<file path="src/common/xpt_pkg.sv">
// Constants and types shared by the crosspoint switch controller
package xpt_pkg;

  // ----------------------------------------------------------------
  // Widths
  // ----------------------------------------------------------------
  localparam int ADDR_W   = 8;
  localparam int DATA_W   = 32;
  localparam int OUTS     = 8;
  localparam int SEL_W    = 3;
  localparam int CODE_W   = 4;
  localparam int SER_BITS = OUTS * CODE_W;
  localparam int IDX_W    = 5;
  localparam int CTRL_W   = 4;
  localparam int STAT_W   = 4;

  // ----------------------------------------------------------------
  // Register offsets of the software port
  // ----------------------------------------------------------------
  localparam logic [ADDR_W-1:0] OFS_CTRL   = 8'h00;
  localparam logic [ADDR_W-1:0] OFS_PAR    = 8'h04;
  localparam logic [ADDR_W-1:0] OFS_SER    = 8'h08;
  localparam logic [ADDR_W-1:0] OFS_CMD    = 8'h0C;
  localparam logic [ADDR_W-1:0] OFS_STATUS = 8'h10;

  // ----------------------------------------------------------------
  // Field positions and reset values
  // ----------------------------------------------------------------
  localparam int CTRL_SERIAL_BIT = 0;
  localparam int CTRL_EDGE_BIT   = 1;
  localparam int CTRL_LOAD_BIT   = 2;
  localparam int CTRL_CHIP_BIT   = 3;
  localparam logic [CTRL_W-1:0] CTRL_RESET = 4'h4;
  localparam int PAR_SEL_LSB     = 0;
  localparam int PAR_CODE_LSB    = 4;
  localparam int CMD_SHIFT_BIT   = 0;
  localparam int CMD_XFER_BIT    = 1;
  localparam int ST_BUSY_BIT     = 0;
  localparam int ST_POR_BIT      = 1;
  localparam int ST_PROG_BIT     = 2;
  localparam int ST_REFUSED_BIT  = 3;

  // ----------------------------------------------------------------
  // Codes sent on the code nibble
  // ----------------------------------------------------------------
  localparam logic [CODE_W-1:0] CODE_LAST_CHANNEL = 4'h7;
  localparam logic [CODE_W-1:0] CODE_GROUND       = 4'h8;
  localparam logic [CODE_W-1:0] CODE_SER_ON_GND   = 4'h9;
  localparam logic [CODE_W-1:0] CODE_SER_OFF      = 4'hA;
  localparam logic [CODE_W-1:0] CODE_OFF_ONE      = 4'hB;
  localparam logic [CODE_W-1:0] CODE_ON_ONE       = 4'hC;
  localparam logic [CODE_W-1:0] CODE_OFF_ALL      = 4'hD;
  localparam logic [CODE_W-1:0] CODE_ON_ALL       = 4'hE;
  localparam logic [CODE_W-1:0] CODE_SW_XFER      = 4'hF;

  // ----------------------------------------------------------------
  // Timing
  // ----------------------------------------------------------------
  localparam int CLK_PERIOD_NS = 5;
  localparam int POR_NS        = 5000;
  localparam int POR_CYCLES    = (POR_NS + CLK_PERIOD_NS - 1) / CLK_PERIOD_NS;
  localparam int POR_W         = $clog2(POR_CYCLES + 1);

  typedef enum logic [2:0] {
    SEQ_IDLE,
    SEQ_SETUP,
    SEQ_STROBE,
    SEQ_HOLD,
    SEQ_XFER_LOW,
    SEQ_XFER_HIGH
  } seq_state_t;

endpackage

</file>
<file path="src/common/timer_if.sv">
// Start and done handshake between the sequencer and its phase timer
interface timer_if #(parameter int TW = 8);
  logic          start;
  logic [TW-1:0] count;
  logic          done;
  modport ctl (output start, output count, input done);
  modport tmr (input start, input count, output done);
endinterface

</file>
<file path="src/core/phase_timer.sv">
// Down-counter that pulses done a set number of cycles after start
module phase_timer #(
  parameter int TW = 8
) (
  input wire logic mclk,
  input wire logic rst,
  timer_if.tmr     tif
);
  import xpt_pkg::*;

  typedef struct packed {
    logic [TW-1:0] cnt;
    logic          done;
  } tmr_state_t;

  tmr_state_t s_r;
  tmr_state_t s_nxt;

  always_comb
  begin
    s_nxt      = s_r;
    s_nxt.done = (s_r.cnt == TW'(1));
    if (tif.start)
    begin
      s_nxt.cnt  = tif.count;
      s_nxt.done = 1'b0;
    end
    else if (s_r.cnt != '0)
    begin
      s_nxt.cnt = s_r.cnt - TW'(1);
    end
  end

  always_ff @(posedge mclk)
  begin
    if (rst)
      s_r <= '0;
    else
      s_r <= s_nxt;
  end

  assign tif.done = s_r.done;

endmodule // phase_timer

</file>
<file path="src/core/xpt_host.sv">
// Host controller that programs an 8 x 8 video crosspoint switch over its pins
module xpt_host #(
  parameter int SETUP_CYCLES  = 4,
  parameter int STROBE_CYCLES = 4,
  parameter int HOLD_CYCLES   = 4,
  parameter int XFER_CYCLES   = 4,
  parameter int TW            = 8
) (
  input  wire logic                         mclk,
  input  wire logic                         rst,
  input  wire logic [xpt_pkg::ADDR_W-1:0]   addr,
  input  wire logic [xpt_pkg::DATA_W-1:0]   wdata,
  input  wire logic                         wr_en,
  input  wire logic                         rd_en,
  output logic      [xpt_pkg::DATA_W-1:0]   rdata,
  output logic      [xpt_pkg::SEL_W-1:0]    output_select,
  output logic      [xpt_pkg::CODE_W-1:0]   code_nibble,
  output logic                              write_strobe_n,
  output logic                              transfer_strobe,
  output logic                              chip_enable_n,
  output logic                              chip_enable,
  output logic                              transfer_edge_mode,
  output logic                              interface_mode_select,
  output logic                              internal_load_on
);
  import xpt_pkg::*;

  // ----------------------------------------------------------------
  // Parameter checks
  // ----------------------------------------------------------------
  generate
    if (SETUP_CYCLES < 1 || STROBE_CYCLES < 1 || HOLD_CYCLES < 1 || XFER_CYCLES < 1)
    begin : g_bad_cycles
      $error("Phase lengths must be at least one cycle");
    end
    if (TW < 2 || SETUP_CYCLES >= (1 << TW) || STROBE_CYCLES >= (1 << TW)
        || HOLD_CYCLES >= (1 << TW) || XFER_CYCLES >= (1 << TW))
    begin : g_bad_width
      $error("Timer width too small for phase lengths");
    end
  endgenerate

  typedef struct packed {
    seq_state_t              st;
    logic [CTRL_W-1:0]       ctrl;
    logic [SER_BITS-1:0]     ser_word;
    logic [IDX_W-1:0]        bit_idx;
    logic                    ser_job;
    logic [SEL_W-1:0]        sel;
    logic [CODE_W-1:0]       code;
    logic                    wr_n;
    logic                    xfer;
    logic                    ce_n;
    logic                    ce;
    logic [POR_W-1:0]        por_cnt;
    logic                    por_done;
    logic                    programmed;
    logic                    refused;
    logic [DATA_W-1:0]       rdata;
    logic                    tstart;
    logic [TW-1:0]           tcount;
  } host_state_t;

  localparam host_state_t RESET_VAL = '{
    st: SEQ_IDLE, ctrl: CTRL_RESET, wr_n: 1'b1, xfer: 1'b1, ce_n: 1'b1, default: '0};

  host_state_t s_r;
  host_state_t s_nxt;

  timer_if #(.TW(TW)) tif ();

  phase_timer #(.TW(TW)) u_timer (
    .mclk (mclk),
    .rst  (rst),
    .tif  (tif.tmr)
  );

  // ----------------------------------------------------------------
  // Helpers
  // ----------------------------------------------------------------
  // Output 0 first, each code MSB first
  function automatic logic ser_bit(input logic [SER_BITS-1:0] w, input logic [IDX_W-1:0] k);
    logic [IDX_W-1:0] pos;
    pos = {k[IDX_W-1:2], ~k[1:0]};
    return w[pos];
  endfunction

  // Any code that would stall second-rank loading in serial mode
  function automatic logic has_blocking_code(input logic [SER_BITS-1:0] w);
    logic bad;
    bad = 1'b0;
    for (int i = 0; i < OUTS; i++)
    begin
      if (w[i*CODE_W +: CODE_W] >= CODE_OFF_ONE)
        bad = 1'b1;
    end
    return bad;
  endfunction

  // Codes that switch buffers on in parallel mode
  function automatic logic is_enable_code(input logic [CODE_W-1:0] c);
    return (c == CODE_ON_ONE) || (c == CODE_ON_ALL);
  endfunction

  // ----------------------------------------------------------------
  // Next-state logic
  // ----------------------------------------------------------------
  always_comb
  begin
    logic             set_refused;
    logic             clr_refused;
    logic [CODE_W-1:0] wcode;
    set_refused = 1'b0;
    clr_refused = 1'b0;
    wcode       = wdata[PAR_CODE_LSB +: CODE_W];
    s_nxt        = s_r;
    s_nxt.tstart = 1'b0;
    s_nxt.rdata  = '0;

    // Wait out the device's own power-on clear
    if (!s_r.por_done)
    begin
      s_nxt.por_cnt = s_r.por_cnt + POR_W'(1);
      if (s_r.por_cnt == POR_W'(POR_CYCLES - 1))
        s_nxt.por_done = 1'b1;
    end

    // Software writes
    if (wr_en)
    begin
      unique case (addr)
        OFS_CTRL:
        begin
          if (s_r.st == SEQ_IDLE)
            s_nxt.ctrl = wdata[CTRL_W-1:0];
          else
            set_refused = 1'b1;
        end
        OFS_PAR:
        begin
          if (s_r.st != SEQ_IDLE || !s_r.por_done || s_r.ctrl[CTRL_SERIAL_BIT])
            set_refused = 1'b1;
          else if (wcode == CODE_SER_ON_GND || wcode == CODE_SER_OFF)
            set_refused = 1'b1;
          else if (is_enable_code(wcode) && !s_r.programmed)
            set_refused = 1'b1;
          else
          begin
            s_nxt.sel     = wdata[PAR_SEL_LSB +: SEL_W];
            s_nxt.code    = wcode;
            s_nxt.ser_job = 1'b0;
            s_nxt.st      = SEQ_SETUP;
            s_nxt.tstart  = 1'b1;
            s_nxt.tcount  = TW'(SETUP_CYCLES);
          end
        end
        OFS_SER:
        begin
          if (s_r.st == SEQ_IDLE)
            s_nxt.ser_word = wdata[SER_BITS-1:0];
          else
            set_refused = 1'b1;
        end
        OFS_CMD:
        begin
          if (s_r.st != SEQ_IDLE || !s_r.por_done)
            set_refused = 1'b1;
          else if (wdata[CMD_SHIFT_BIT])
          begin
            if (!s_r.ctrl[CTRL_SERIAL_BIT] || has_blocking_code(s_r.ser_word))
              set_refused = 1'b1;
            else
            begin
              s_nxt.ser_job = 1'b1;
              s_nxt.bit_idx = '0;
              s_nxt.code    = {{(CODE_W-1){1'b0}}, ser_bit(s_r.ser_word, '0)};
              s_nxt.st      = SEQ_SETUP;
              s_nxt.tstart  = 1'b1;
              s_nxt.tcount  = TW'(SETUP_CYCLES);
            end
          end
          else if (wdata[CMD_XFER_BIT])
          begin
            s_nxt.st     = SEQ_XFER_LOW;
            s_nxt.xfer   = 1'b0;
            s_nxt.tstart = 1'b1;
            s_nxt.tcount = TW'(XFER_CYCLES);
          end
        end
        OFS_STATUS:
          clr_refused = wdata[ST_REFUSED_BIT];
        default: ;
      endcase
    end

    // Strobe sequencing
    unique case (s_r.st)
      SEQ_IDLE: ;
      SEQ_SETUP:
      begin
        if (tif.done)
        begin
          s_nxt.wr_n   = 1'b0;
          s_nxt.st     = SEQ_STROBE;
          s_nxt.tstart = 1'b1;
          s_nxt.tcount = TW'(STROBE_CYCLES);
        end
      end
      SEQ_STROBE:
      begin
        if (tif.done)
        begin
          s_nxt.wr_n   = 1'b1;
          s_nxt.st     = SEQ_HOLD;
          s_nxt.tstart = 1'b1;
          s_nxt.tcount = TW'(HOLD_CYCLES);
        end
      end
      SEQ_HOLD:
      begin
        if (tif.done)
        begin
          if (s_r.ser_job && s_r.bit_idx != IDX_W'(SER_BITS - 1))
          begin
            s_nxt.bit_idx = s_r.bit_idx + IDX_W'(1);
            s_nxt.code    = {{(CODE_W-1){1'b0}},
                             ser_bit(s_r.ser_word, s_r.bit_idx + IDX_W'(1))};
            s_nxt.st      = SEQ_SETUP;
            s_nxt.tstart  = 1'b1;
            s_nxt.tcount  = TW'(SETUP_CYCLES);
          end
          else if (s_r.ser_job)
          begin
            s_nxt.xfer   = 1'b0;
            s_nxt.st     = SEQ_XFER_LOW;
            s_nxt.tstart = 1'b1;
            s_nxt.tcount = TW'(XFER_CYCLES);
          end
          else
          begin
            if (s_r.code == CODE_SW_XFER)
              s_nxt.programmed = 1'b1;
            s_nxt.st = SEQ_IDLE;
          end
        end
      end
      SEQ_XFER_LOW:
      begin
        if (tif.done)
        begin
          s_nxt.xfer   = 1'b1;
          s_nxt.st     = SEQ_XFER_HIGH;
          s_nxt.tstart = 1'b1;
          s_nxt.tcount = TW'(XFER_CYCLES);
        end
      end
      SEQ_XFER_HIGH:
      begin
        if (tif.done)
        begin
          s_nxt.programmed = 1'b1;
          s_nxt.ser_job    = 1'b0;
          s_nxt.st         = SEQ_IDLE;
        end
      end
    endcase

    // A refusal in the clearing cycle still sticks
    s_nxt.refused = (s_r.refused & ~clr_refused) | set_refused;

    // Pin levels follow control
    s_nxt.ce_n = ~s_nxt.ctrl[CTRL_CHIP_BIT];
    s_nxt.ce   = s_nxt.ctrl[CTRL_CHIP_BIT];

    // Software reads, valid in the following cycle only
    if (rd_en)
    begin
      unique case (addr)
        OFS_CTRL:   s_nxt.rdata = DATA_W'(s_r.ctrl);
        OFS_PAR:    s_nxt.rdata = DATA_W'({s_r.code, 1'b0, s_r.sel});
        OFS_SER:    s_nxt.rdata = DATA_W'(s_r.ser_word);
        OFS_STATUS: s_nxt.rdata = DATA_W'({s_r.refused, s_r.programmed, s_r.por_done,
                                            s_r.st != SEQ_IDLE});
        default:    s_nxt.rdata = '0;
      endcase
    end
  end

  // ----------------------------------------------------------------
  // State register
  // ----------------------------------------------------------------
  always_ff @(posedge mclk)
  begin
    if (rst)
      s_r <= RESET_VAL;
    else
      s_r <= s_nxt;
  end

  assign tif.start = s_r.tstart;
  assign tif.count = s_r.tcount;

  // ----------------------------------------------------------------
  // Outputs
  // ----------------------------------------------------------------
  assign rdata                 = s_r.rdata;
  assign output_select         = s_r.sel;
  assign code_nibble           = s_r.code;
  assign write_strobe_n        = s_r.wr_n;
  assign transfer_strobe       = s_r.xfer;
  assign chip_enable_n         = s_r.ce_n;
  assign chip_enable           = s_r.ce;
  assign transfer_edge_mode    = s_r.ctrl[CTRL_EDGE_BIT];
  assign interface_mode_select = s_r.ctrl[CTRL_SERIAL_BIT];
  assign internal_load_on      = s_r.ctrl[CTRL_LOAD_BIT];

endmodule // xpt_host

</file>
<file path="config.mk">
export PLATFORM = sky130hd
export DESIGN_NAME = xpt_host
export DESIGN_NICKNAME = d
export VERILOG_FILES = /design/src/common/xpt_pkg.sv /design/src/common/timer_if.sv /design/src/core/phase_timer.sv /design/src/core/xpt_host.sv
export SDC_FILE = /design/constraint.sdc
export NUM_CORES = 1
export LEC_CHECK = 0
export BUFFER_PORTS_ARGS = -buffer_cell sky130_fd_sc_hd__buf_2
export CORE_AREA = 8 8 98 189
export DETAILED_ROUTE_END_ITERATION = 12
export DIE_AREA = 0 0 106 197
export HOLD_SLACK_MARGIN = 0.06
export SKIP_CTS_REPAIR_TIMING = 1
export SLEW_MARGIN = 30
export SYNTH_ARGS = -nofsm -noshare
export SYNTH_HDL_FRONTEND = slang
export SYNTH_SLANG_ARGS = --single-unit
</file>
<file path="constraint.sdc">
create_clock -name mclk -period 3 [get_ports mclk]
set_input_delay 0.6 -clock mclk [delete_from_list [all_inputs] [get_ports mclk]]
set_output_delay 0.6 -clock mclk [all_outputs]
set_load 0.01 [all_outputs]
</file>
==> run_results.csv <==
group,metric,value,unit
global_routing,grt_first_pass_wirelength,21800,µm
die,die_h,197,µm
worst_setup_path,arrival,2.72,ns
worst_setup_path,worstSetupPathType,"reg -> reg",
synth,synth_nets,650,
synth,synth_top_area_cell,"dfxtp_1",
power,vdd_drop_max,0.000428,V
cts,numCtsBuffers,17,
cts,cts_buffer_depth,2,
synth,async_reset_ff_share,0,%
timing,maxSlewViolCount,0,
die,core,0.0161,mm²
worst_setup_path,crit_fanout,13,
timing,worst_pin_slew,0.731,ns
worst_setup_path,reg2reg_depth,6,
placement,port_buffers,89,
final_layout,fin_nets,705,
timing,slew_headroom,51.3,%
min_path,hp-start,"wdata[21]",
die,fp.dieW,106,µm
placement,gp_congestion,0.850,
detailed_routing,via_per_inst,4.92,
synth,syn-mean-instance-area,8.87,µm²
flow_run,timing.max_cap.violations,0,
power,power_leakage,2.53,nW
power,p_int,3.46,mW
synth,synthTopCellsByCount,"dfxtp_1 (118), nand2_1 (84), a21oi_1 (59)",
worst_setup_path,crit_path_start_kind,"register",
timing,final-hold-violation-count,0,
die,start_util,33.1,%
detailed_routing,drt_iter0_drc,255,
worst_setup_path,r2r_slack,0.54,ns
synth,synth_top_area_share,44.3,%
global_routing,gr-usage-all-layers,13.3,%
min_path,min_path_cells,3,
placement,dp_hpwl,9750,µm
min_path,worstHoldEndpoint,"s_r[92]$_SDFFE_PP0P_",
timing,setup_viol,0,
timing,skew,0.00761,ns
detailed_routing,drt_first_pass_iters,4,
min_path,hold_class,"in -> reg",
synth,yosysWarnings,0,
final_layout,instances_no_fill,872,
final_layout,layout-drive-gt1-share,24.1,%
power,power.density,688,mW/mm²
die,die_area,0.0209,mm²
synth,yosys_most_used_dff,"dfxtp_1",
synth,synth_cell_types,67,
power,total_power,4.42,mW
timing,finalCritPeriodShare,81.9,%
placement,place_inst,841,
global_routing,antenna_found_initial,0,
synth,netlist_area,0.00533,mm²
detailed_routing,avgRoutedWirePerCell,15.3,µm
timing,rsz0062_at_grt,"false",
detailed_routing,drt_wl_total,13400,µm
cts,clock_latency,0.41,ns
cts,clock_sinks,118,
synth,ys_seq_area_share,44.3,%
detailed_routing,antenna_left,0,
global_routing,grt_pass1_vias,4180,
global_routing,grt-ovfl-total,0,
worst_setup_path,end_kind,"register",
worst_setup_path,cp_data_required_time,3.27,ns
synth,synth_edf_count,0,
die,rows,66,
timing,post-route-min-period,2.46,ns
synth,ys_seq_elements,118,
global_routing,grt_max_degree,37,
power,p_clk_share,52.5,%
timing,fin_setup_tns,0,ns
power,switching_share,21.8,%
power,pwr-share-comb,9.9,%
power,power.share.sequential,37.6,%
cts,root_buffer,"clkbuf_16",
synth,syn_inst,601,
cts,cts_tree,"done",
run_status,outcome,"finished, final reports clean",
final_layout,syn_to_final_growth,20.5,%
synth,synth_most_common_cell,"dfxtp_1",
cts,htreeDepth,4,
power,p_sw,964,µW
detailed_routing,drc_errors,0,
final_layout,antennaDiodeCount,0,
worst_setup_path,timing.rr.start,"s_r[109]$_SDFF_PP0_",
synth,ys_top_cells_by_area,"dfxtp_1 (44%), nand2_1 (5.9%), a21oi_1 (5.5%)",
worst_setup_path,crit-reg2reg-capture,"output_select[0]$_SDFFE_PP0P_",
timing,fmax,407,MHz
die,io_pins,90,
cts,cts.clk_slew.worst_paths,0.06,ns
detailed_routing,vias,4286,
## worst max-delay path by stage
| stage | start | to | slack (ns) | depth (start not counted) |
|---|---|---|---|---|
| 4_1_cts | s_r[109]$_SDFF_PP0_ | output_select[0]$_SDFFE_PP0P_ | 0.54 | 6 |
| 2_1_floorplan | addr[7] | s_r[100]$_SDFFE_PP0P_ | 0.59 | 8 |
| 3_5_place_dp | addr[7] | s_r[69]$_SDFF_PP0_ | 0.38 | 7 |
| 6_report | s_r[109]$_SDFF_PP0_ | output_select[0]$_SDFFE_PP0P_ | 0.54 | 6 |
| 5_1_grt | s_r[109]$_SDFF_PP0_ | output_select[0]$_SDFFE_PP0P_ | 0.37 | 6 |
| 3_3_place_gp | addr[7] | s_r[106]$_SDFF_PP0_ | 0.41 | 8 |
## final cells by class
type,instances,area (µm²)
repair buffers,105,578
multi-input cells,403,2500
clock inverters,8,193
fillers,1664,9680
inverters,11,41.3
clock buffers,23,488
well taps,204,255
flip-flops and latches,118,2360
## sequential cells by signal (all words and copies together), names as in the netlist
register and count:
internal_load_on 1, tif.start 1, rdata 32, transfer_edge_mode 1, code_nibble 4, chip_enable_n 1, u_timer.tif.done 1, write_strobe_n 1
u_timer.s_r 8, output_select 3, interface_mode_select 1, s_r 55, transfer_strobe 1, tif.count 8
## layout by cell type, fill, tap and decap left out, types with 4 or more instances in the layout
| master | n |
|---|---|
| a211oi_1 | 5 |
| clkbuf_16 | 17 |
| nand4_1 | 8 |
| clkbuf_8 | 4 |
| nand3_1 | 15 |
| o21ai_0 | 9 |
| ha_1 | 5 |
| mux4_2 | 8 |
| a22oi_1 | 6 |
| nand2_1 | 84 |
| nor3_1 | 13 |
| mux2i_1 | 15 |
| bufinv_16 | 6 |
| xnor2_1 | 5 |
| inv_1 | 10 |
| nor2b_1 | 4 |
| a21o_1 | 5 |
| nor2_1 | 51 |
| buf_2 | 89 |
| buf_4 | 15 |
| a21oi_1 | 59 |
| xor2_1 | 11 |
| and2_1 | 32 |
| nand2b_1 | 4 |
| a221oi_1 | 5 |
| or3_1 | 7 |
| dfxtp_1 | 118 |
## power groups by stage
stage / Combinational [mW] / Clock [mW] / Sequential (mW)
after floorplan: 0.341 / 0 / 1.68
after global routing: 0.507 / 2.44 / 1.67
after global placement: 0.432 / 0 / 1.69
after CTS: 0.439 / 2.37 / 1.66
after detailed placement: 0.435 / 0 / 1.69
final: 0.436 / 2.32 / 1.66
## per-layer routing
metal  vias up  share of wire (%)  track usage [%]  wire length (µm)
li1       2156                  -                -                 -
met1      1998                 42             15.2              5590
met2       118                 49             21.2              6510
met3        14                7.7             5.20              1030
met4         0                1.7             5.93               233
met5         -                  0                0                 0
## critical path, stage by stage, from the launching register on
cell	delay, ns
dfxtp_1	0.42
or4b_4	0.57
a311oi_2	0.37
nand2_2	0.17
nor4_4	0.50
mux2i_1	0.25
nor2_1	0.05
## stage by stage
step           utilization [%]  cell area (µm²)  setup slack (ns)  hold slack (ns)
2_1_floorplan                -             5330             0.593            0.430
3_3_place_gp              35.7             5740             0.412            0.443
3_5_place_dp              35.7             5740             0.377            0.444
4_1_cts                   39.9             6420             0.544            0.414
5_1_grt                   39.9             6420             0.365            0.431
6_report                  39.9             6420             0.543            0.433
## kinds of logic (layout without fill, tap and decap cells)
| group | count (synthesis) | after routing | synth area share, % |
|---|---|---|---|
| AND/OR/NAND/NOR | 248 | 248 | 23.8 |
| buffers and inverters | 80 | 147 | 8.78 |
| multiplexers | 23 | 23 | 6.20 |
| adder cells (fa/ha/maj) | 6 | 6 | 1.36 |
| flip-flops | 118 | 118 | 44.3 |
| XOR/XNOR | 16 | 16 | 2.63 |
| AO/OA/AOI/OAI | 110 | 110 | 12.9 |
No activity file was read; power rests on OpenSTA's default activity.
